**config.mk**
```make
export PLATFORM = sky130hd
export DESIGN_NAME = trwa_top
export DESIGN_NICKNAME = d
export VERILOG_FILES = /design/src/trwa_pkg.sv /design/src/trwa_fifo.sv /design/src/trwa_delay.sv /design/src/trwa_top.sv
export VERILOG_INCLUDE_DIRS = /design/src
export SDC_FILE = /design/constraint.sdc
export NUM_CORES = 1
export LEC_CHECK = 0
export BUFFER_PORTS_ARGS = -buffer_cell sky130_fd_sc_hd__buf_4
export CAP_MARGIN = 40
export CORE_AREA = 2 2 193 195
export CTS_BUF_LIST = sky130_fd_sc_hd__clkbuf_8
export DETAILED_ROUTE_END_ITERATION = 6
export DIE_AREA = 0 0 195 197
export GPL_TIMING_DRIVEN = 0
export PLACE_DENSITY = 0.56
export SETUP_SLACK_MARGIN = 0.1
export SYNTH_ARGS = -nofsm -noshare
export SYNTH_HDL_FRONTEND = slang
export SYNTH_SLANG_ARGS = --single-unit
```
**constraint.sdc**
```tcl
create_clock -name clk -period 9.89 [get_ports clk]
set_input_delay 0 -clock clk [delete_from_list [all_inputs] [get_ports clk]]
set_output_delay 0 -clock clk [all_outputs]
set_load 0.005 [all_outputs]
```
**src/trwa_cfg.svh**
```systemverilog
`ifndef TRWA_CFG_SVH
`define TRWA_CFG_SVH

// timing
`define TRWA_CLK_PERIOD_NS  50
`define TRWA_PULSE_GAP_NS   1000
`define TRWA_PULSE_GAP_CYC  (`TRWA_PULSE_GAP_NS / `TRWA_CLK_PERIOD_NS)

// data widths and buffering
`define TRWA_GROUP_W        6
`define TRWA_HALF_W         18
`define TRWA_FIFO_DEPTH     16
`define TRWA_GROUPS_PER_HALF 2'h3

// register offsets (byte addresses)
`define TRWA_ADDR_W         8
`define TRWA_OFS_CTRL       8'h00
`define TRWA_OFS_STATUS     8'h04
`define TRWA_OFS_BUF_HIGH   8'h08
`define TRWA_OFS_BUF_LOW    8'h0C
`define TRWA_OFS_SHIFT      8'h10

// control register fields
`define TRWA_CTRL_READ_BIT  0
`define TRWA_CTRL_FWD_BIT   1
`define TRWA_CTRL_REV_BIT   2
`define TRWA_CTRL_WPREP_BIT 3
`define TRWA_CTRL_RESET     4'h0

// status register fields
`define TRWA_STAT_CT_BIT    0
`define TRWA_STAT_SWAP_BIT  1
`define TRWA_STAT_REQ_BIT   2
`define TRWA_STAT_BUSY_BIT  3
`define TRWA_STAT_FULL_BIT  4

`endif

```
**src/trwa_pkg.sv**
```systemverilog
package trwa_pkg;

  typedef enum logic [1:0] {
    TRWA_S_IDLE  = 2'b00,
    TRWA_S_PULSE = 2'b01,
    TRWA_S_WAIT  = 2'b10
  } trwa_seq_t;

  typedef enum logic [2:0] {
    TRWA_P1 = 3'b001,
    TRWA_P2 = 3'b010,
    TRWA_P3 = 3'b011,
    TRWA_P4 = 3'b100,
    TRWA_P5 = 3'b101,
    TRWA_P6 = 3'b110
  } trwa_pulse_t;

  typedef logic [17:0] trwa_half_t;

endpackage

```
**src/trwa_fifo.sv**
```systemverilog
`timescale 1ns/1ps
`default_nettype none

module trwa_fifo #(
  parameter int WIDTH = 6,
  parameter int DEPTH = 16
) (
  // clock and reset
  input  wire logic             clk,
  input  wire logic             reset,
  // fill side
  input  wire logic             in_valid,
  input  wire logic [WIDTH-1:0] in_data,
  output logic                  in_ready,
  // drain side
  output logic                  out_valid,
  output logic      [WIDTH-1:0] out_data,
  input  wire logic             out_ready,
  // status
  output logic                  full
);

  localparam int AW = $clog2(DEPTH);

  logic [WIDTH-1:0] mem [DEPTH];
  logic [AW-1:0]    wr_ptr_ff;
  logic [AW-1:0]    rd_ptr_ff;
  logic [AW:0]      count_ff;
  logic             push;
  logic             pop;

  assign full      = (count_ff == (AW+1)'(DEPTH));
  assign in_ready  = !full;
  assign out_valid = (count_ff != '0);
  assign out_data  = mem[rd_ptr_ff];
  assign push      = in_valid && in_ready;
  assign pop       = out_valid && out_ready;

  always_ff @(posedge clk) begin
    if (push) begin
      mem[wr_ptr_ff] <= in_data;
    end
  end

  always_ff @(posedge clk or posedge reset) begin
    if (reset) begin
      wr_ptr_ff <= '0;
      rd_ptr_ff <= '0;
      count_ff  <= '0;
    end else begin
      if (push) begin
        wr_ptr_ff <= wr_ptr_ff + 1'b1;
      end
      if (pop) begin
        rd_ptr_ff <= rd_ptr_ff + 1'b1;
      end
      if (push && !pop) begin
        count_ff <= count_ff + 1'b1;
      end else if (pop && !push) begin
        count_ff <= count_ff - 1'b1;
      end
    end
  end

  // a group offered while full must leave the store and the count alone
  AST_FIFO_NO_OVERFLOW: assert property (
    @(posedge clk) disable iff (reset)
    full && !out_ready |=> full && $stable(wr_ptr_ff))
    else $error("fifo took a group while full");

endmodule

`default_nettype wire

```
**src/trwa_delay.sv**
```systemverilog
`timescale 1ns/1ps
`default_nettype none
`include "trwa_cfg.svh"

module trwa_delay (
  // clock and reset
  input  wire logic clk,
  input  wire logic reset,
  // control
  input  wire logic start,
  output logic      done
);

  localparam int DLY = `TRWA_PULSE_GAP_CYC;

  logic [7:0] cnt_ff;

  // done comes DLY cycles after start
  assign done = (cnt_ff == 8'h01);

  always_ff @(posedge clk or posedge reset) begin
    if (reset) begin
      cnt_ff <= 8'h00;
    end else if (start) begin
      cnt_ff <= 8'(DLY);
    end else if (cnt_ff != 8'h00) begin
      cnt_ff <= cnt_ff - 8'h01;
    end
  end

  AST_GAP_LENGTH: assert property (
    @(posedge clk) disable iff (reset) start |-> ##DLY done)
    else $error("pulse gap is not one microsecond");

endmodule

`default_nettype wire

```
**src/trwa_top.sv**
```systemverilog
`timescale 1ns/1ps
`default_nettype none
`include "trwa_cfg.svh"

// Overview of operation
// - fifth pulse: high half down, shift up
// - fifth pulse, no swap: sixth, toggle counter
// - word input clears request, drives buffer
// - keep assembling words without new command
// - reverse first pulse shifts one group left
// - reverse load exchanges the two mixer bytes
// - second pulse not forward: rotate end-around
// - third strobe reverse: extra rotate third pulse
// - reverse counter set: swap, reload low half
// - hold finished word until word input
module trwa_top (
  // clock and reset
  input  wire logic                         clk,
  input  wire logic                         reset,
  // register port
  input  wire logic [`TRWA_ADDR_W-1:0]      reg_addr,
  input  wire logic [31:0]                  reg_wdata,
  input  wire logic                         reg_write,
  input  wire logic                         reg_read,
  output logic      [31:0]                  reg_rdata,
  // tape data mixer
  input  wire logic                         tape_data_strobe,
  input  wire logic [`TRWA_GROUP_W-1:0]     mixer_data,
  output logic                              strobe_ready,
  // processor word transfer
  input  wire logic                         word_input_instruction,
  output logic                              word_transfer_request,
  output logic      [35:0]                  word_bus,
  output logic                              word_bus_valid
);
  import trwa_pkg::*;

  // bit 00 of the documented numbering is the msb here
  function automatic trwa_pkg::trwa_half_t rotate_end_around(
    input trwa_pkg::trwa_half_t v);
    return {v[11:0], v[17:12]};
  endfunction

  function automatic logic addr_hit(input logic [`TRWA_ADDR_W-1:0] a,
                                    input logic [`TRWA_ADDR_W-1:0] ofs);
    return a == ofs;
  endfunction

  trwa_seq_t                 state_ff;
  trwa_pulse_t               pulse_ff;
  trwa_pulse_t               after_gap_ff;
  trwa_half_t                assembly_shift_reg_ff;
  trwa_half_t                buffer_high_half_ff;
  trwa_half_t                buffer_low_half_ff;
  logic [`TRWA_GROUP_W-1:0]  group_ff;
  logic [1:0]                group_cnt_ff;
  logic                      half_word_counter_ff;
  logic                      half_swap_flag_ff;
  logic                      word_transfer_request_ff;
  logic [35:0]               word_bus_ff;
  logic                      word_bus_valid_ff;
  logic [31:0]               reg_rdata_ff;
  logic                      read_function_cmd_ff;
  logic                      dir_forward_cmd_ff;
  logic                      dir_reverse_cmd_ff;
  logic                      write_prep_flag_ff;

  logic                      fifo_valid;
  logic [`TRWA_GROUP_W-1:0]  fifo_data;
  logic                      fifo_pop;
  logic                      fifo_full;
  logic                      gap_start;
  logic                      gap_done;
  logic                      seq_pulse_first;
  logic                      seq_pulse_second;
  logic                      seq_pulse_third;
  logic                      seq_pulse_fourth;
  logic                      seq_pulse_fifth;
  logic                      seq_pulse_sixth;
  logic                      last_group;
  logic                      rev_read;
  logic                      request_set;
  logic                      word_taken;
  logic [31:0]               nxt_rdata;

  assign seq_pulse_first  = (state_ff == TRWA_S_PULSE) && (pulse_ff == TRWA_P1);
  assign seq_pulse_second = (state_ff == TRWA_S_PULSE) && (pulse_ff == TRWA_P2);
  assign seq_pulse_third  = (state_ff == TRWA_S_PULSE) && (pulse_ff == TRWA_P3);
  assign seq_pulse_fourth = (state_ff == TRWA_S_PULSE) && (pulse_ff == TRWA_P4);
  assign seq_pulse_fifth  = (state_ff == TRWA_S_PULSE) && (pulse_ff == TRWA_P5);
  assign seq_pulse_sixth  = (state_ff == TRWA_S_PULSE) && (pulse_ff == TRWA_P6);

  assign last_group = (group_cnt_ff == `TRWA_GROUPS_PER_HALF);
  assign rev_read   = dir_reverse_cmd_ff && read_function_cmd_ff;

  // a finished word blocks the next group so the buffer cannot be overrun
  assign fifo_pop = (state_ff == TRWA_S_IDLE) && fifo_valid
                    && read_function_cmd_ff
                    && !word_transfer_request_ff;
  assign request_set = seq_pulse_sixth && half_word_counter_ff;
  assign word_taken  = word_input_instruction && word_transfer_request_ff;

  trwa_fifo #(
    .WIDTH (`TRWA_GROUP_W),
    .DEPTH (`TRWA_FIFO_DEPTH)
  ) u_fifo (
    .clk       (clk),
    .reset     (reset),
    .in_valid  (tape_data_strobe),
    .in_data   (mixer_data),
    .in_ready  (strobe_ready),
    .out_valid (fifo_valid),
    .out_data  (fifo_data),
    .out_ready (fifo_pop),
    .full      (fifo_full)
  );

  trwa_delay u_gap (
    .clk   (clk),
    .reset (reset),
    .start (gap_start),
    .done  (gap_done)
  );

  // every pulse waits one gap except the sixth, the fifth-to-sixth step and a second pulse not followed by a third
  assign gap_start = (state_ff == TRWA_S_PULSE) && (pulse_ff != TRWA_P6)
                     && !(seq_pulse_fifth && !half_swap_flag_ff)
                     && !(seq_pulse_second
                          && !(last_group && read_function_cmd_ff));

  // pulse sequencer
  always_ff @(posedge clk or posedge reset) begin
    if (reset) begin
      state_ff     <= TRWA_S_IDLE;
      pulse_ff     <= TRWA_P1;
      after_gap_ff <= TRWA_P2;
    end else begin
      case (state_ff)
        TRWA_S_IDLE: begin
          if (fifo_pop) begin
            state_ff <= TRWA_S_PULSE;
            pulse_ff <= TRWA_P1;
          end
        end
        TRWA_S_PULSE: begin
          case (pulse_ff)
            TRWA_P1: begin
              state_ff     <= TRWA_S_WAIT;
              after_gap_ff <= TRWA_P2;
            end
            TRWA_P2: begin
              if (last_group && read_function_cmd_ff) begin
                state_ff     <= TRWA_S_WAIT;
                after_gap_ff <= TRWA_P3;
              end else begin
                state_ff <= TRWA_S_IDLE;
              end
            end
            TRWA_P3: begin
              state_ff     <= TRWA_S_WAIT;
              after_gap_ff <= TRWA_P4;
            end
            TRWA_P4: begin
              state_ff     <= TRWA_S_WAIT;
              after_gap_ff <= TRWA_P5;
            end
            TRWA_P5: begin
              if (half_swap_flag_ff) begin
                state_ff     <= TRWA_S_WAIT;
                after_gap_ff <= TRWA_P4;
              end else begin
                pulse_ff <= TRWA_P6;
              end
            end
            TRWA_P6: begin
              state_ff <= TRWA_S_IDLE;
            end
            default: begin
              state_ff <= TRWA_S_IDLE;
            end
          endcase
        end
        TRWA_S_WAIT: begin
          if (gap_done) begin
            state_ff <= TRWA_S_PULSE;
            pulse_ff <= after_gap_ff;
          end
        end
        default: begin
          state_ff <= TRWA_S_IDLE;
        end
      endcase
    end
  end

  // group capture and count within a half word
  always_ff @(posedge clk or posedge reset) begin
    if (reset) begin
      group_ff     <= '0;
      group_cnt_ff <= 2'h0;
    end else begin
      if (fifo_pop) begin
        group_ff <= fifo_data;
      end
      if (seq_pulse_first) begin
        group_cnt_ff <= group_cnt_ff + 2'h1;
      end else if (seq_pulse_second && last_group) begin
        group_cnt_ff <= 2'h0;
      end
    end
  end

  // assembly shift register
  always_ff @(posedge clk or posedge reset) begin
    if (reset) begin
      assembly_shift_reg_ff <= '0;
    end else if (seq_pulse_first) begin
      if (write_prep_flag_ff) begin
        assembly_shift_reg_ff <= {assembly_shift_reg_ff[11:0], 6'h00};
      end else if (dir_forward_cmd_ff) begin
        assembly_shift_reg_ff <= {assembly_shift_reg_ff[11:0], group_ff};
      end else begin
        // reverse tape presents the two 3-bit bytes in swapped order
        assembly_shift_reg_ff <= {assembly_shift_reg_ff[11:0],
                                  group_ff[2:0], group_ff[5:3]};
      end
    end else if (seq_pulse_second && !dir_forward_cmd_ff) begin
      assembly_shift_reg_ff <= rotate_end_around(assembly_shift_reg_ff);
    end else if (seq_pulse_third && dir_reverse_cmd_ff) begin
      assembly_shift_reg_ff <= rotate_end_around(assembly_shift_reg_ff);
    end else if (seq_pulse_fourth && half_swap_flag_ff) begin
      assembly_shift_reg_ff <= buffer_low_half_ff;
    end else if (seq_pulse_fifth && half_swap_flag_ff) begin
      assembly_shift_reg_ff <= '0;
    end
  end

  // buffer halves
  always_ff @(posedge clk or posedge reset) begin
    if (reset) begin
      buffer_high_half_ff <= '0;
      buffer_low_half_ff  <= '0;
    end else if (seq_pulse_fifth) begin
      buffer_low_half_ff  <= buffer_high_half_ff;
      buffer_high_half_ff <= assembly_shift_reg_ff;
    end
  end

  // half-word counter and swap flag
  always_ff @(posedge clk or posedge reset) begin
    if (reset) begin
      half_word_counter_ff <= 1'b0;
      half_swap_flag_ff    <= 1'b0;
    end else begin
      if (seq_pulse_sixth) begin
        half_word_counter_ff <= !half_word_counter_ff;
      end
      if (seq_pulse_fourth && rev_read && half_word_counter_ff) begin
        half_swap_flag_ff <= !half_swap_flag_ff;
      end
    end
  end

  // transfer request; a new request wins over a same-cycle answer
  always_ff @(posedge clk or posedge reset) begin
    if (reset) begin
      word_transfer_request_ff <= 1'b0;
    end else if (request_set) begin
      word_transfer_request_ff <= 1'b1;
    end else if (word_taken) begin
      word_transfer_request_ff <= 1'b0;
    end
  end

  // word onto the processor bus
  always_ff @(posedge clk or posedge reset) begin
    if (reset) begin
      word_bus_ff       <= '0;
      word_bus_valid_ff <= 1'b0;
    end else begin
      word_bus_valid_ff <= word_taken;
      if (word_taken) begin
        word_bus_ff <= {buffer_low_half_ff, buffer_high_half_ff};
      end
    end
  end

  // control register
  always_ff @(posedge clk or posedge reset) begin
    if (reset) begin
      {write_prep_flag_ff, dir_reverse_cmd_ff,
       dir_forward_cmd_ff, read_function_cmd_ff} <= `TRWA_CTRL_RESET;
    end else if (reg_write && addr_hit(reg_addr, `TRWA_OFS_CTRL)) begin
      read_function_cmd_ff <= reg_wdata[`TRWA_CTRL_READ_BIT];
      dir_forward_cmd_ff   <= reg_wdata[`TRWA_CTRL_FWD_BIT];
      dir_reverse_cmd_ff   <= reg_wdata[`TRWA_CTRL_REV_BIT];
      write_prep_flag_ff   <= reg_wdata[`TRWA_CTRL_WPREP_BIT];
    end
  end

  // read mux; unmapped addresses read as zero
  always_comb begin
    nxt_rdata = 32'h0000_0000;
    if (addr_hit(reg_addr, `TRWA_OFS_CTRL)) begin
      nxt_rdata[`TRWA_CTRL_READ_BIT]  = read_function_cmd_ff;
      nxt_rdata[`TRWA_CTRL_FWD_BIT]   = dir_forward_cmd_ff;
      nxt_rdata[`TRWA_CTRL_REV_BIT]   = dir_reverse_cmd_ff;
      nxt_rdata[`TRWA_CTRL_WPREP_BIT] = write_prep_flag_ff;
    end else if (addr_hit(reg_addr, `TRWA_OFS_STATUS)) begin
      nxt_rdata[`TRWA_STAT_CT_BIT]   = half_word_counter_ff;
      nxt_rdata[`TRWA_STAT_SWAP_BIT] = half_swap_flag_ff;
      nxt_rdata[`TRWA_STAT_REQ_BIT]  = word_transfer_request_ff;
      nxt_rdata[`TRWA_STAT_BUSY_BIT] = (state_ff != TRWA_S_IDLE);
      nxt_rdata[`TRWA_STAT_FULL_BIT] = fifo_full;
    end else if (addr_hit(reg_addr, `TRWA_OFS_BUF_HIGH)) begin
      nxt_rdata[17:0] = buffer_high_half_ff;
    end else if (addr_hit(reg_addr, `TRWA_OFS_BUF_LOW)) begin
      nxt_rdata[17:0] = buffer_low_half_ff;
    end else if (addr_hit(reg_addr, `TRWA_OFS_SHIFT)) begin
      nxt_rdata[17:0] = assembly_shift_reg_ff;
    end
  end

  // read data stands only in the cycle after the strobe
  always_ff @(posedge clk or posedge reset) begin
    if (reset) begin
      reg_rdata_ff <= 32'h0000_0000;
    end else if (reg_read) begin
      reg_rdata_ff <= nxt_rdata;
    end else begin
      reg_rdata_ff <= 32'h0000_0000;
    end
  end

  assign reg_rdata             = reg_rdata_ff;
  assign word_transfer_request = word_transfer_request_ff;
  assign word_bus              = word_bus_ff;
  assign word_bus_valid        = word_bus_valid_ff;

  AST_FIFTH_MOVES_HALVES: assert property (
    @(posedge clk) disable iff (reset)
    seq_pulse_fifth |=> buffer_low_half_ff == $past(buffer_high_half_ff)
                        && buffer_high_half_ff == $past(assembly_shift_reg_ff))
    else $error("fifth pulse did not move buffer halves");

  AST_SIXTH_TOGGLES: assert property (
    @(posedge clk) disable iff (reset)
    seq_pulse_fifth && !half_swap_flag_ff
    |=> seq_pulse_sixth ##1 half_word_counter_ff != $past(half_word_counter_ff))
    else $error("sixth pulse or counter toggle missing");

  AST_REQUEST_AT_ZERO: assert property (
    @(posedge clk) disable iff (reset)
    seq_pulse_sixth && half_word_counter_ff |=> word_transfer_request_ff)
    else $error("request not raised when counter returned to zero");

  AST_WORD_INPUT: assert property (
    @(posedge clk) disable iff (reset)
    word_taken && !request_set
    |=> !word_transfer_request_ff && word_bus_valid_ff
        && word_bus_ff == {$past(buffer_low_half_ff),
                           $past(buffer_high_half_ff)})
    else $error("word input did not deliver buffer and clear request");

  AST_REVERSE_LOAD: assert property (
    @(posedge clk) disable iff (reset)
    seq_pulse_first && !dir_forward_cmd_ff && !write_prep_flag_ff
    |=> assembly_shift_reg_ff == {$past(assembly_shift_reg_ff[11:0]),
                                  $past(group_ff[2:0]), $past(group_ff[5:3])})
    else $error("reverse group load wrong");

  AST_SECOND_ROTATE: assert property (
    @(posedge clk) disable iff (reset)
    seq_pulse_second && !dir_forward_cmd_ff
    |=> assembly_shift_reg_ff
        == rotate_end_around($past(assembly_shift_reg_ff)))
    else $error("end-around rotation missing on second pulse");

  AST_THIRD_ROTATE: assert property (
    @(posedge clk) disable iff (reset)
    seq_pulse_third && dir_reverse_cmd_ff
    |=> assembly_shift_reg_ff
        == rotate_end_around($past(assembly_shift_reg_ff)))
    else $error("extra rotation missing on third pulse");

  AST_SWAP_SET: assert property (
    @(posedge clk) disable iff (reset)
    seq_pulse_fourth && rev_read && half_word_counter_ff && !half_swap_flag_ff
    |=> half_swap_flag_ff)
    else $error("swap flag not set on reverse fourth pulse");

  AST_HOLD_WORD: assert property (
    @(posedge clk) disable iff (reset)
    word_transfer_request_ff && !word_input_instruction
    |=> $stable(buffer_high_half_ff) && $stable(buffer_low_half_ff))
    else $error("buffer changed while word awaits transfer");

  COV_FORWARD_WORD: cover property (
    @(posedge clk) disable iff (reset)
    dir_forward_cmd_ff && request_set);

  COV_REVERSE_SWAP: cover property (
    @(posedge clk) disable iff (reset)
    seq_pulse_fourth && half_swap_flag_ff);

  COV_WORD_TAKEN: cover property (
    @(posedge clk) disable iff (reset) word_taken);

  COV_FIFO_FULL: cover property (
    @(posedge clk) disable iff (reset) fifo_full && tape_data_strobe);

endmodule

`default_nettype wire

```
## Yosys cells after proc, flatten, opt, wreduce, memory -nomap -nowiden

Memories as Yosys holds them, arrays and structs flattened. A register that Yosys moved wholly into a read port is not among the register bits.
Cells that the tools add are included.
Widths: inputs -> output; s select.

- Bits in registers: 161
- Bits in writable memories: 96
- Input bits: 52
- Output and inout port bits: 71
- Logic and storage cells: 146
- Memories: 1

- Add/subtract/negate cells: 6
- Equality and inequality tests: 23
- Multiplexer cells: 39
- Reduce and logical (&&, ||, !) cells: 56

Memories:

| memory | depth | bits a word | read ports | clocked after memory_dff | wr ports | line | source |
|---|---|---|---|---|---|---|---|
| u_fifo.mem | 16 | 6 | 1 | 1 | 1 | trwa_fifo.sv:25 | `logic [WIDTH-1:0] mem [DEPTH];` |

Operators by type and width:

| kind | count |
|---|---|
| $mux 18 | 9 |
| $logic_and 1x1->1 | 30 |
| $mux 3 | 6 |
| $eq 8x4->1 const B | 2 |
| $mux 8 | 2 |
| $mux 5 | 3 |
| $pmux 3 s5 | 1 |
| $reduce_bool 5->1 | 3 |
| $mux 14 | 1 |
| $mux 13 | 1 |
| $mux 2 | 6 |
| $mux 6 | 2 |
| $pmux 2 s3 | 2 |
| $logic_not 1->1 | 10 |
| $reduce_bool 2->1 | 5 |
| $eq 3x3->1 const B | 3 |
| $pmux 3 s3 | 1 |
| $add 4x1->4 const B | 2 |
| $eq 8x1->1 const B | 1 |
| $eq 8x3->1 const B | 1 |
| $eq 8x5->1 const B | 1 |
| $logic_not 8->1 | 1 |
| $reduce_bool 8->1 | 1 |
| $sub 8x1->8 const B | 1 |
| other kinds (19) | 29 |

## Depth between registers and ports, before layout

Gate-level depths: netlist of the first run.

- Depth after elaboration: 8
- Mapped depth: 14

## By module

From an unflattened synthesis of the first run, not the netlist that was laid out.

- Cells, all modules: 790
- Area, all modules: 11,036.8 um^2

Modules (own cells, without submodules):

| module | instances | cells an instance | area each (um^2) | seq. area each (um^2) |
|---|---|---|---|---|
| trwa_top | 1 | 466 | 6,014.5 | 3,305.7 |
| trwa_fifo | 1 | 274 | 4,554.4 | 3,208.1 |
| trwa_delay | 1 | 50 | 467.9 | 200.2 |

## Worst setup path after synthesis of the first run

Ideal clock, no wire load.

- Kind: flip-flop to flip-flop
- Start point: reg state_ff[0]
- End point: reg u_fifo.count_ff[4]
- Arrival time: 2,712 ps
- Setup slack: 7,056 ps
- Stages on the path, launching flop included: 15
- Path buffers: 1
- Cell sequence: dfrtp_1 inv_1 ha_1 inv_1 a211oi_2 buf_2 inv_1 ha_1 inv_1 ha_1 a21o_1 a21oi_1 xnor2_1 nor2_1 xnor2_1

- Word-level cells in the longest chain between the ends: 8
- Elaborated cells between the ends (all ways): 10
- Classes of those cells: mux: 1; reduce/logical: 9

RTL lines:

| element | line | source |
|---|---|---|
| from (decl) | trwa_top.sv:49 | `trwa_seq_t state_ff;` |
| from (signal assigned) | trwa_top.sv:134 | `state_ff <= TRWA_S_IDLE;` |
| from (signal assigned) | trwa_top.sv:141 | `state_ff <= TRWA_S_PULSE;` |
| from (signal assigned) | trwa_top.sv:148 | `state_ff <= TRWA_S_WAIT;` |
| $logic_not 2->1 * | trwa_top.sv:97 | `assign fifo_pop = (state_ff == TRWA_S_IDLE) && fifo_valid` |
| $logic_and 1x1->1 * | trwa_top.sv:97 |  |
| $logic_and 1x1->1 * | trwa_top.sv:98 | `&& read_function_cmd_ff` |
| $logic_and 1x1->1 * | trwa_top.sv:99 | `&& !word_transfer_request_ff;` |
| $logic_and 1x1->1 * | trwa_fifo.sv:37 | `assign pop = out_valid && out_ready;` |
| $logic_not 1->1 | trwa_fifo.sv:57 | `if (push && !pop) begin` |
| $logic_and 1x1->1 | trwa_fifo.sv:57 |  |
| $mux 5 or $reduce_bool 2->1 (tied branches) | n/a |  |
| to (signal assigned) | trwa_fifo.sv:58 | `count_ff <= count_ff + 1'b1;` |
| to (signal assigned) | trwa_fifo.sv:60 | `count_ff <= count_ff - 1'b1;` |
| to (decl) | trwa_fifo.sv:28 | `logic [AW:0] count_ff;` |

Mark *: on every way between the ends. The rest lies on a longest branch, timed or not.
A chain may end at the register's enable or synchronous reset.

## Worst setup path after layout of the first run

Ends and elaborated chain as after synthesis.

==> results of run 1 <==
==> cell type report <==
type	count	area, um^2
Multi-Input combinational cell	462	3790
Inverter	18	75.1
Timing Repair Buffer	103	828
Fill cell	3507	23200
Buffer	53	279
Clock buffer	48	661
Tap cell	468	586
Clock inverter	29	163
Sequential cell	249	6710
==> kinds of logic (layout without fill, tap and decap cells) <==
group,Yosys count,after routing,share of synthesized area
buf+inv,71,251,0.0321
compound gates,129,129,0.0831
fa+ha+maj,18,18,0.0215
flops,249,249,0.622
mux,123,123,0.153
simple gates,160,160,0.0734
other cells,1,14,0.000347
xor+xnor,18,18,0.0146
==> worst paths after layout <==
| kind | from | to | slack [ns] |
|---|---|---|---|
| max | state_ff[0] | u_fifo.count_ff[4] | 6.63 |
| min | reg_addr[7] | reg_rdata[17] | 0.03 |
| max reg2reg | state_ff[0] | u_fifo.count_ff[4] | 6.63 |
| min reg2reg | after_gap_ff[1] | after_gap_ff[1] | 0.48 |
| max in group asynchronous | reset | read_function_cmd_ff | 8.40 |
| min in group asynchronous | reset | word_bus[11] | 0.61 |
==> cells in the final DEF (no fill, tap or decap), types with 21 or more instances in the layout <==
cell type and n:
a21oi_1 27, a22oi_1 27, buf_4 95, clkbuf_8 48
dfrtp_1 151, edfxtp_1 96, inv_1 28, mux2_2 84
mux4_2 24, nand2_1 50, nor2_1 43, nor2b_1 21
==> power breakdown <==
part / switching (mW) / internal, mW / total (mW)
registers: 0.185 / 1.28 / 1.46
clock network: 0.417 / 0.475 / 0.892
logic: 0.416 / 0.362 / 0.779
==> registers in the layout, summed over array words and instances, names as in the netlist, 2 cells and up <==
name and cells:
u_fifo.mem 96, word_bus 36, assembly_shift_reg_ff 18, buffer_high_half_ff 18, buffer_low_half_ff 18, reg_rdata 18, u_gap.cnt_ff 8, group_ff 6
u_fifo.count_ff 5, u_fifo.rd_ptr_ff 4, u_fifo.wr_ptr_ff 4, after_gap_ff 3, pulse_ff 3, group_cnt_ff 2, state_ff 2
==> layer usage <==
metal | share of wire | wire length (um) | global-route usage
met5 | 0 | 0 | 0
met2 | 0.49 | 12400 | 0.230
met3 | 0.044 | 1110 | 0.0265
met1 | 0.44 | 11100 | 0.170
met4 | 0.023 | 593 | 0.0447
==> stage by stage <==
stage / std cells / hold WS (ns) / setup WS (ns) / total power [mW] / cell area [um^2]
floorplan: 782 / 0.0989 / 5.77 / 2.01 / 10900
global placement: 1330 / 0.225 / 3.70 / 2.24 / 12000
detailed placement: 1334 / 0.0102 / 6.61 / 2.26 / 12100
CTS: 1429 / 0.00197 / 6.59 / 3.18 / 13100
global route: 1430 / 0.0486 / 6.33 / 3.33 / 13100
finish: 1430 / 0.0262 / 6.63 / 3.13 / 13100
==> critical path: stages, from the launching register on <==
cell	delay, ns
dfrtp_1	0.42
inv_1	0.12
ha_1	0.28
inv_1	0.10
a211oi_2	0.49
buf_2	0.33
inv_1	0.06
ha_1	0.22
inv_1	0.15
ha_1	0.29
a21o_1	0.20
a21oi_1	0.16
xnor2_1	0.13
nor2_1	0.06
xnor2_1	0.13
==> summary.txt, run 1 <==
Run status
  • Status: finished clean

Setup path
  • Arrival time at the worst endpoint: 3.70 ns
  • R2r worst-path depth: 14
  • CP startpoint kind: register
  • Worst EP required: 10.33 ns
  • Setup Crit Path Kind: register to register
  • CP endpoint kind: register
  • Critical path fanouts, max: 10

Yosys
  • Synthesis Warnings: 0
  • FF+latch count, synth: 249
  • Synth cell count leaders: dfrtp_1, edfxtp_1, mux2_2
  • Area contributors post-synth: dfrtp_1, edfxtp_1, mux2_2
  • Post-synth EDFFs: 96
  • Cells after Synth: 769
  • Seq/Total Area, Yosys: 0.622
  • Ys flop type: dfrtp_1
  • Post-synthesis average cell area: 14.0 um^2
  • Most frequent cell after synthesis: dfrtp_1
  • Biggest area consumer among synthesized cells: dfrtp_1
  • Synth top area share: 0.350
  • Asr flop ratio synth: 0.614
  • Mapped cell area: 10800 um^2
  • Post-synth cell types: 62

CTS
  • CTS Buf Count: 44
  • Post CTS Setup Buffer Count: 0
  • CTS tree: done
  • CTS Buffer Depth: 3
  • CTS Hold Bufs: 18
  • Clock root buffer master: clkbuf_8
  • Clock sink count: 249
  • Post-cts resize count: 0
  • CTS clk-pin slew, worst paths: 0.06 ns
  • CTS H-tree depth: 2
  • Worst skew pair latency: 0.57 ns

Final layout
  • ANT cells: 0
  • Layout Area Growth over Synthesis: 21.2%
  • Final Util: 0.361
  • Final layout net count: 1001
  • Fraction of layout cells with a size suffix above 1: 0.313

Global routing
  • Number of global-route vias before repair: 7026
  • Pin count of the biggest net entering global routing: 111
  • Global-route usage over all layers: 0.134
  • GRT Residual Overflow: 0
  • Initial antenna violation count: 0
  • First-pass GRT wire length: 40.0 mm

Routing
  • Initial DRC count: 252
  • First-pass detailed-route iteration total: 5
  • Via-to-Cell Ratio: 4.74
  • DR vias: 6776
  • Antenna viol nets, final: 0
  • Routed WL: 25.2 mm
  • WL per Instance: 17.7 um
  • DRC Markers: 0

Floorplanning
  • Io pins: 123
  • Floorplan row count: 70
  • Initial Util: 0.298
  • Die Wd: 195 um
  • Core footprint: 36300 um^2
  • DIE AREA: 38400 um^2
  • Vert. Die Dim: 197 um

Timing
  • Relative slew slack: 0.565
  • Final Max Slew Viols: 0
  • Clk_skew: 0.0279 ns
  • Final Cycle Share: 0.330
  • Final setup vio count: 0
  • Post-layout minimum cycle time: 3.26 ns
  • Fmax: 0.307 GHz
  • Slew at the pin closest to its max-slew limit: 0.648 ns
  • Fin. Hold Viols: 0
  • Unrepaired setup endpoints after global routing: no
  • TNS Setup: 0 ns

Place
  • Placer Congestion: 0.801
  • Buffers added on ports: 80
  • Detailed placement HPWL: 17.6 mm

Power
  • Static Leak: 5.61 nW
  • Peak supply drop: 107 uV
  • Pwr Density: 239 nW/um^2

Worst hold path
  • Type of the tightest min-delay check: input port to register
  • Hold Path Depth: 5

Run
  • Max-cap violation count: 0
(Power assumes the default switching activity.)
==> inputs of run 2 (changes only) <==
- ABC_AREA: unset -> 1
- CORE_AREA: 2 2 193 195 -> 2 2 197 199
- DIE_AREA: 0 0 195 197 -> 0 0 199 201
- clock period: 9.89 -> 3.4 ns (I/O delays scaled with it)
==> run 2 against run 1 <==
Register-to-register slack got worse by 5.9 ns. Largest power group unchanged. Final area increased by 4.3%. Maximum frequency grew 20%. First-iteration DRC count is 120% higher. Critical path depth decreased by 1.
==> summary.txt, run 2 <==
Run status
  • Status: finished clean

Place
  • Buffers added on ports: 80
  • Placer Congestion: 0.885
  • Placed Area: 12600 um^2
  • Detailed placement HPWL: 21.1 mm

Final layout
  • Fraction of layout cells with a size suffix above 1: 0.146
  • Final Util: 0.359
  • Layout Area Growth over Synthesis: 21.3%
  • Max FFs per register: 96
  • Most frequent cells in the layout: nand2_1, nor2_1, dfrtp_1
  • Design Area, Final: 13700 um^2
  • Commonest non-fill, non-tap cell in the layout: nand2_1
  • ANT cells: 0
  • Final layout net count: 1450
  • Register with the most flip-flops: u_fifo.mem

Timing
  • Clk_skew: 0.0247 ns
  • Fmax: 0.368 GHz
  • Final setup vio count: 0
  • Slew at the pin closest to its max-slew limit: 0.652 ns
  • Unrepaired setup endpoints after global routing: no
  • Final Cycle Share: 0.800
  • TNS Setup: 0 ns
  • Fin. Hold Viols: 0
  • Final Max Slew Viols: 0
  • Post-layout minimum cycle time: 2.72 ns
  • Hold Slack: 0.103 ns
  • Relative slew slack: 0.565

Routing
  • DR vias: 8713
  • First-pass detailed-route iteration total: 5
  • DRC Markers: 0
  • Via-to-Cell Ratio: 4.52
  • Initial DRC count: 554
  • WL per Instance: 15.2 um
  • Routed WL: 29.2 mm
  • Antenna viol nets, final: 0

Worst hold path
  • Hold path start: reg_addr[5]
  • Type of the tightest min-delay check: input port to register

Global routing
  • Top Usage Layer GRT: met2
  • Initial antenna violation count: 2
  • Global-route usage over all layers: 0.147
  • M3 GR Usage: 0.0373
  • Met2 usage: 0.232
  • Number of global-route vias before repair: 8493
  • First-pass GRT wire length: 46.0 mm
  • GRT Residual Overflow: 0
  • Pin count of the biggest net entering global routing: 39
  • Routing usage on met1: 0.197

Floorplanning
  • Die Wd: 199 um
  • Io pins: 123
  • Floorplan row count: 72
  • Vert. Die Dim: 201 um
  • Core footprint: 38100 um^2
  • Initial Util: 0.296
  • DIE AREA: 40000 um^2

Power
  • Pwr Density: 678 nW/um^2
  • Static Leak: 6.14 nW
  • Overall power: 9.26 mW
  • Peak supply drop: 262 uV

Yosys
  • Cells after Synth: 1222
  • Area contributors post-synth: dfrtp_1, edfxtp_1, nand2_1
  • Synth cell count leaders: nand2_1, nor2_1, dfrtp_1
  • Seq/Total Area, Yosys: 0.596
  • Biggest area consumer among synthesized cells: dfrtp_1
  • Asr flop ratio synth: 0.614
  • Most frequent cell after synthesis: nand2_1
  • Synth top area share: 0.335
  • Post-synth EDFFs: 96
  • Post-synthesis average cell area: 9.22 um^2
  • Post-synth cell types: 46
  • Mapped cell area: 11300 um^2
  • FF+latch count, synth: 249
  • Synthesis Warnings: 0
  • Ys flop type: dfrtp_1

CTS
  • Post-cts resize count: 0
  • Clock sink count: 249
  • Clock root buffer master: clkbuf_8
  • CTS H-tree depth: 2
  • Post CTS Setup Buffer Count: 0
  • CTS Buffer Depth: 3
  • CTS Hold Bufs: 16
  • CTS tree: done
  • Worst skew pair latency: 0.57 ns
  • CTS clk-pin slew, worst paths: 0.06 ns
  • CTS Buf Count: 43

Run
  • Max-cap violation count: 0

Setup path
  • CP startpoint: u_fifo.count_ff[1]
  • Worst EP required: 3.88 ns
  • CP endpoint kind: register
  • CP startpoint kind: register
  • Arrival time at the worst endpoint: 3.20 ns
  • FF-to-FF Start: u_fifo.count_ff[1]
  • Setup Crit Path Kind: register to register
  • Critical path fanouts, max: 8
run 2: changes by cell type in the layout (fill, tap and decap cells not counted), sizes merged, moves of 21 or more:
cell   delta
mux2     -85
a22oi    -27
nor2b    -21
o21ai   +164
nand2   +232
inv     +113
mux4     -24
nor2    +118
nand3    +75
run 2: logic make-up after synthesis:
kind of cell / synth area share
adder cells (fa/ha/maj): 0.0207
AND/OR/NAND/NOR: 0.200
XOR/XNOR: 0.0109
AO/OA/AOI/OAI: 0.0958
other: 0.000333
multiplexers: 0.00300
buffers and inverters: 0.0735
flip-flops: 0.596
run 2: power breakdown:
group	switching, mW	total (mW)	internal, mW
combinational	1.71	2.56	0.856
clock	1.24	2.72	1.48
sequential	0.334	3.98	3.65
run 2: worst paths after layout:
kind / endpoint / slack, ns / cells past startpoint
min reg2reg: after_gap_ff[1] / 0.47 / 2
min in group asynchronous: word_bus[24] / 0.55 / 4
max: u_fifo.count_ff[4] / 0.68 / 13
max reg2reg: u_fifo.count_ff[4] / 0.68 / 13
min: reg_rdata[1] / 0.10 / 10
max in group asynchronous: after_gap_ff[1] / 2.00 / 6
run 2: final cells by class:
class,count,area (um^2)
timing repair buffer,100,841
buffer,60,332
inverter,131,500
tap,518,648
multi-input combinational,795,3770
fill,3885,24400
clock buffer,49,674
sequential,249,6710
clock inverter,27,181
run 2: worst max-delay path: stages (launching register included):
cell and delay (ns):
dfrtp_1 0.43, nor2_1 0.16, nand4_1 0.25, nand2_1 0.23
clkinv_1 0.25, ha_1 0.29, inv_1 0.16, ha_1 0.28
nand2_1 0.09, nand2_1 0.05, a21oi_1 0.16, xor2_1 0.16
nand2_1 0.06, o21ai_0 0.07
run 2: layer usage:
metal  vias to the layer above  wire [um]  share of wire
li1                       4268          -              -
met1                      4130      13200           0.45
met2                       260      13400           0.46
met3                        51       2070          0.071
met4                         4        585          0.020
met5                         -         21        0.00072
run 2: through the flow:
| stage | setup slack [ns] | std cells |
|---|---|---|
| 2_1_floorplan | 1.08 | 1235 |
| 3_3_place_gp | 0.400 | 1833 |
| 3_5_place_dp | 0.652 | 1837 |
| 4_1_cts | 0.625 | 1929 |
| 5_1_grt | 0.366 | 1929 |
| 6_report | 0.681 | 1929 |
==> inputs of run 3 (changes only) <==
- ABC_AREA: 1 -> 0
- CORE_AREA: 2 2 197 199 -> 2 2 193 195
- DIE_AREA: 0 0 199 201 -> 0 0 195 197
- PLACE_DENSITY: 0.56 -> 0.58
- clock period: 3.4 -> 2.25 ns (I/O delays scaled with it)
==> run 3 against run 2 <==
The flow now finishes with violations (setup timing). Utilization grew 1.1 points. Via count decreased by 22%. Clock skew rose by 0.0048 ns. Die area down 4.0%. Final area is 1.8% lower. Global-route usage decreased by 1.0 points. First-iteration DRC count fell by 27%. Clock power up 45%. Count of clock-buffer cells in the layout up 1. Worst setup slack worse by 0.90 ns. Wire length fell by 11%. Sequential cell count unchanged. Critical path type unchanged. Largest cell class unchanged. Largest power group unchanged.
==> summary.txt, run 3 (synthesis results as in run 1) <==
Setup path
  • R2r worst-path depth: 12
  • CP startpoint kind: register
  • Top delay family on crit path: simple AND/OR/NAND/NOR gates
  • Setup Crit Path Kind: register to register
  • CP endpoint kind: register
  • Crit-path cells: nor4_4 > a211oi_4 > buf_6 > inv_4 > ha_4 > inv_6 > fa_2 > a21o_1 > a21oi_2 > xnor2_1 > nor2_1 > xnor2_1
  • CP startpoint: u_fifo.count_ff[0]
  • Worst EP required: 2.67 ns
  • Slowest stage cell, crit path: dfrtp_2
  • CP Depth: 12
  • Reg2reg end: u_fifo.count_ff[4]
  • Arrival time at the worst endpoint: 2.89 ns
  • Worst Setup EP: u_fifo.count_ff[4]
  • FF-to-FF Start: u_fifo.count_ff[0]
  • Critical path fanouts, max: 4
  • Cell repeated most along the worst path: xnor2_1
  • CP max stage delay: 0.45 ns
  • Reg-to-reg slack, setup: -0.22 ns
  • Worst path bufs/invs: 3

Routing
  • Initial DRC count: 403
  • DR vias: 6828
  • Antenna viol nets, final: 0
  • Routed WL: 25.9 mm
  • Via-to-Cell Ratio: 4.73
  • WL per Instance: 17.9 um
  • DRC Markers: 0
  • First-pass detailed-route iteration total: 5

Place
  • Buffers added on ports: 80
  • Placer Congestion: 0.829
  • Detailed placement HPWL: 18.1 mm
  • Pre-CTS WS: -0.411 ns

Final layout
  • ANT cells: 0
  • Layout Area Growth over Synthesis: 24.2%
  • Final layout net count: 1015
  • Fillers: 3539
  • Max FFs per register: 96
  • Most frequent cells in the layout: dfrtp_1, buf_4, edfxtp_1
  • Commonest non-fill, non-tap cell in the layout: dfrtp_1
  • Register with the most flip-flops: u_fifo.mem
  • Fraction of layout cells with a size suffix above 1: 0.355

Timing
  • Fmax: 0.405 GHz
  • Fin. Hold Viols: 0
  • Final WS setup: -0.217 ns
  • Post-layout minimum cycle time: 2.47 ns
  • Hold Slack: 0.0145 ns
  • Slew at the pin closest to its max-slew limit: 0.658 ns
  • Final setup vio count: 2
  • Clk_skew: 0.0295 ns
  • Final Cycle Share: 1.10
  • Unrepaired setup endpoints after global routing: yes
  • Relative slew slack: 0.560
  • Final Max Slew Viols: 0

CTS
  • Clock root buffer master: clkbuf_8
  • CTS Buf Count: 42
  • Worst skew pair latency: 0.56 ns
  • CTS H-tree depth: 2
  • CTS Buffer Depth: 3
  • Clock sink count: 249
  • CTS tree: done
  • CTS clk-pin slew, worst paths: 0.07 ns

Floorplanning
  • DIE AREA: 38400 um^2
  • Floorplan row count: 70
  • Die Wd: 195 um
  • Io pins: 123
  • Initial Util: 0.298
  • Vert. Die Dim: 197 um
  • Core footprint: 36300 um^2

Run
  • Max-cap violation count: 0

Power
  • Static Leak: 5.74 nW
  • Overall power: 14.2 mW
  • Peak supply drop: 588 uV
  • Pwr Density: 1060 nW/um^2

Global routing
  • GRT Residual Overflow: 0
  • Initial antenna violation count: 0
  • Pin count of the biggest net entering global routing: 40
  • First-pass GRT wire length: 40.8 mm
  • Number of global-route vias before repair: 7024
  • Global-route usage over all layers: 0.136

Worst hold path
  • Type of the tightest min-delay check: input port to register
  • Hold path start: reg_addr[7]

Run status
  • Status: finished with violations
  • Violated checks: setup timing
-- run 3: changes by cell type in the layout (fill, tap and decap cells not counted), moves of 12 or more --
cell / delta
a21oi_1: +12
nor2_1: -118
inv_1: -113
a22oi_1: +27
a22o_1: +13
buf_4: +16
mux2_2: +80
o22ai_1: +15
o21ai_0: -120
nor2b_1: +21
o21ai_1: -43
mux4_2: +24
nand3_1: -74
nand2_1: -230
-- run 3: per-stage QoR --
| stage | instance area [um^2] | util | TNS [ns] | instances |
|---|---|---|---|---|
| after CTS | 13300 | 0.368 | -0.341 | 1442 |
| after detailed placement | 12200 | 0.337 | -4.26 | 1338 |
| after global routing | 13400 | 0.370 | -0.533 | 1444 |
| final | 13400 | 0.370 | -0.372 | 1444 |
| after floorplan | 10900 | - | -0.278 | 782 |
| after global placement | 12100 | 0.334 | -121.85 | 1330 |
-- run 3: power by group --
part	switching (mW)	total, mW	leakage (nW)	internal [mW]
Sequential	0.840	6.46	2.90	5.62
Clock	1.82	3.94	0.470	2.12
Combinational	1.97	3.79	2.37	1.82
Total	4.63	14.2	5.74	9.57
-- run 3: timing repair --
action	in CTS	in global routing
endpoints found under the hold margin	233	0
gates resized for setup	14	24
setup buffers	11	3
hold buffers	19	0
pin swaps	14	7
setup endpoints to repair	70	62
-- run 3: layer usage --
| layer | vias to the layer above | part of all wire | track usage |
|---|---|---|---|
| li1 | 3186 | - | - |
| met1 | 3431 | 0.45 | 0.184 |
| met2 | 171 | 0.49 | 0.223 |
| met3 | 40 | 0.049 | 0.0299 |
| met4 | 0 | 0.016 | 0.0365 |
| met5 | - | 0 | 0 |
-- run 3: layout make-up --
cell class	count	area, um^2	share of cell area
Tap cell	468	586	0.0437
Timing Repair Buffer	121	1000	0.0748
Clock buffer	50	688	0.0513
Clock inverter	25	128	0.00951
Sequential cell	249	6720	0.501
Inverter	18	80.1	0.00597
Buffer	51	297	0.0221
Multi-Input combinational cell	462	3910	0.292
-- run 3: tightest hold or removal path, cell delays in order --
cell     delay, ns
buf_4         0.08
nor2_2        0.05
buf_6         0.15
a22oi_1       0.17
nor2b_1       0.06
-- run 3: how the worst min path moves through the flow --
stage | end | slack [ns] | cells past startpoint
final | reg_rdata[7] | 0.01 | 5
after global routing | reg_rdata[7] | 0.03 | 5
after CTS | reg_rdata[7] | 0.0004 | 5
after detailed placement | word_bus[17] | 0.14 | 2
after global placement | word_transfer_request | 0.23 | 2
after floorplan | u_fifo.mem[0][0] | 0.1 | 0
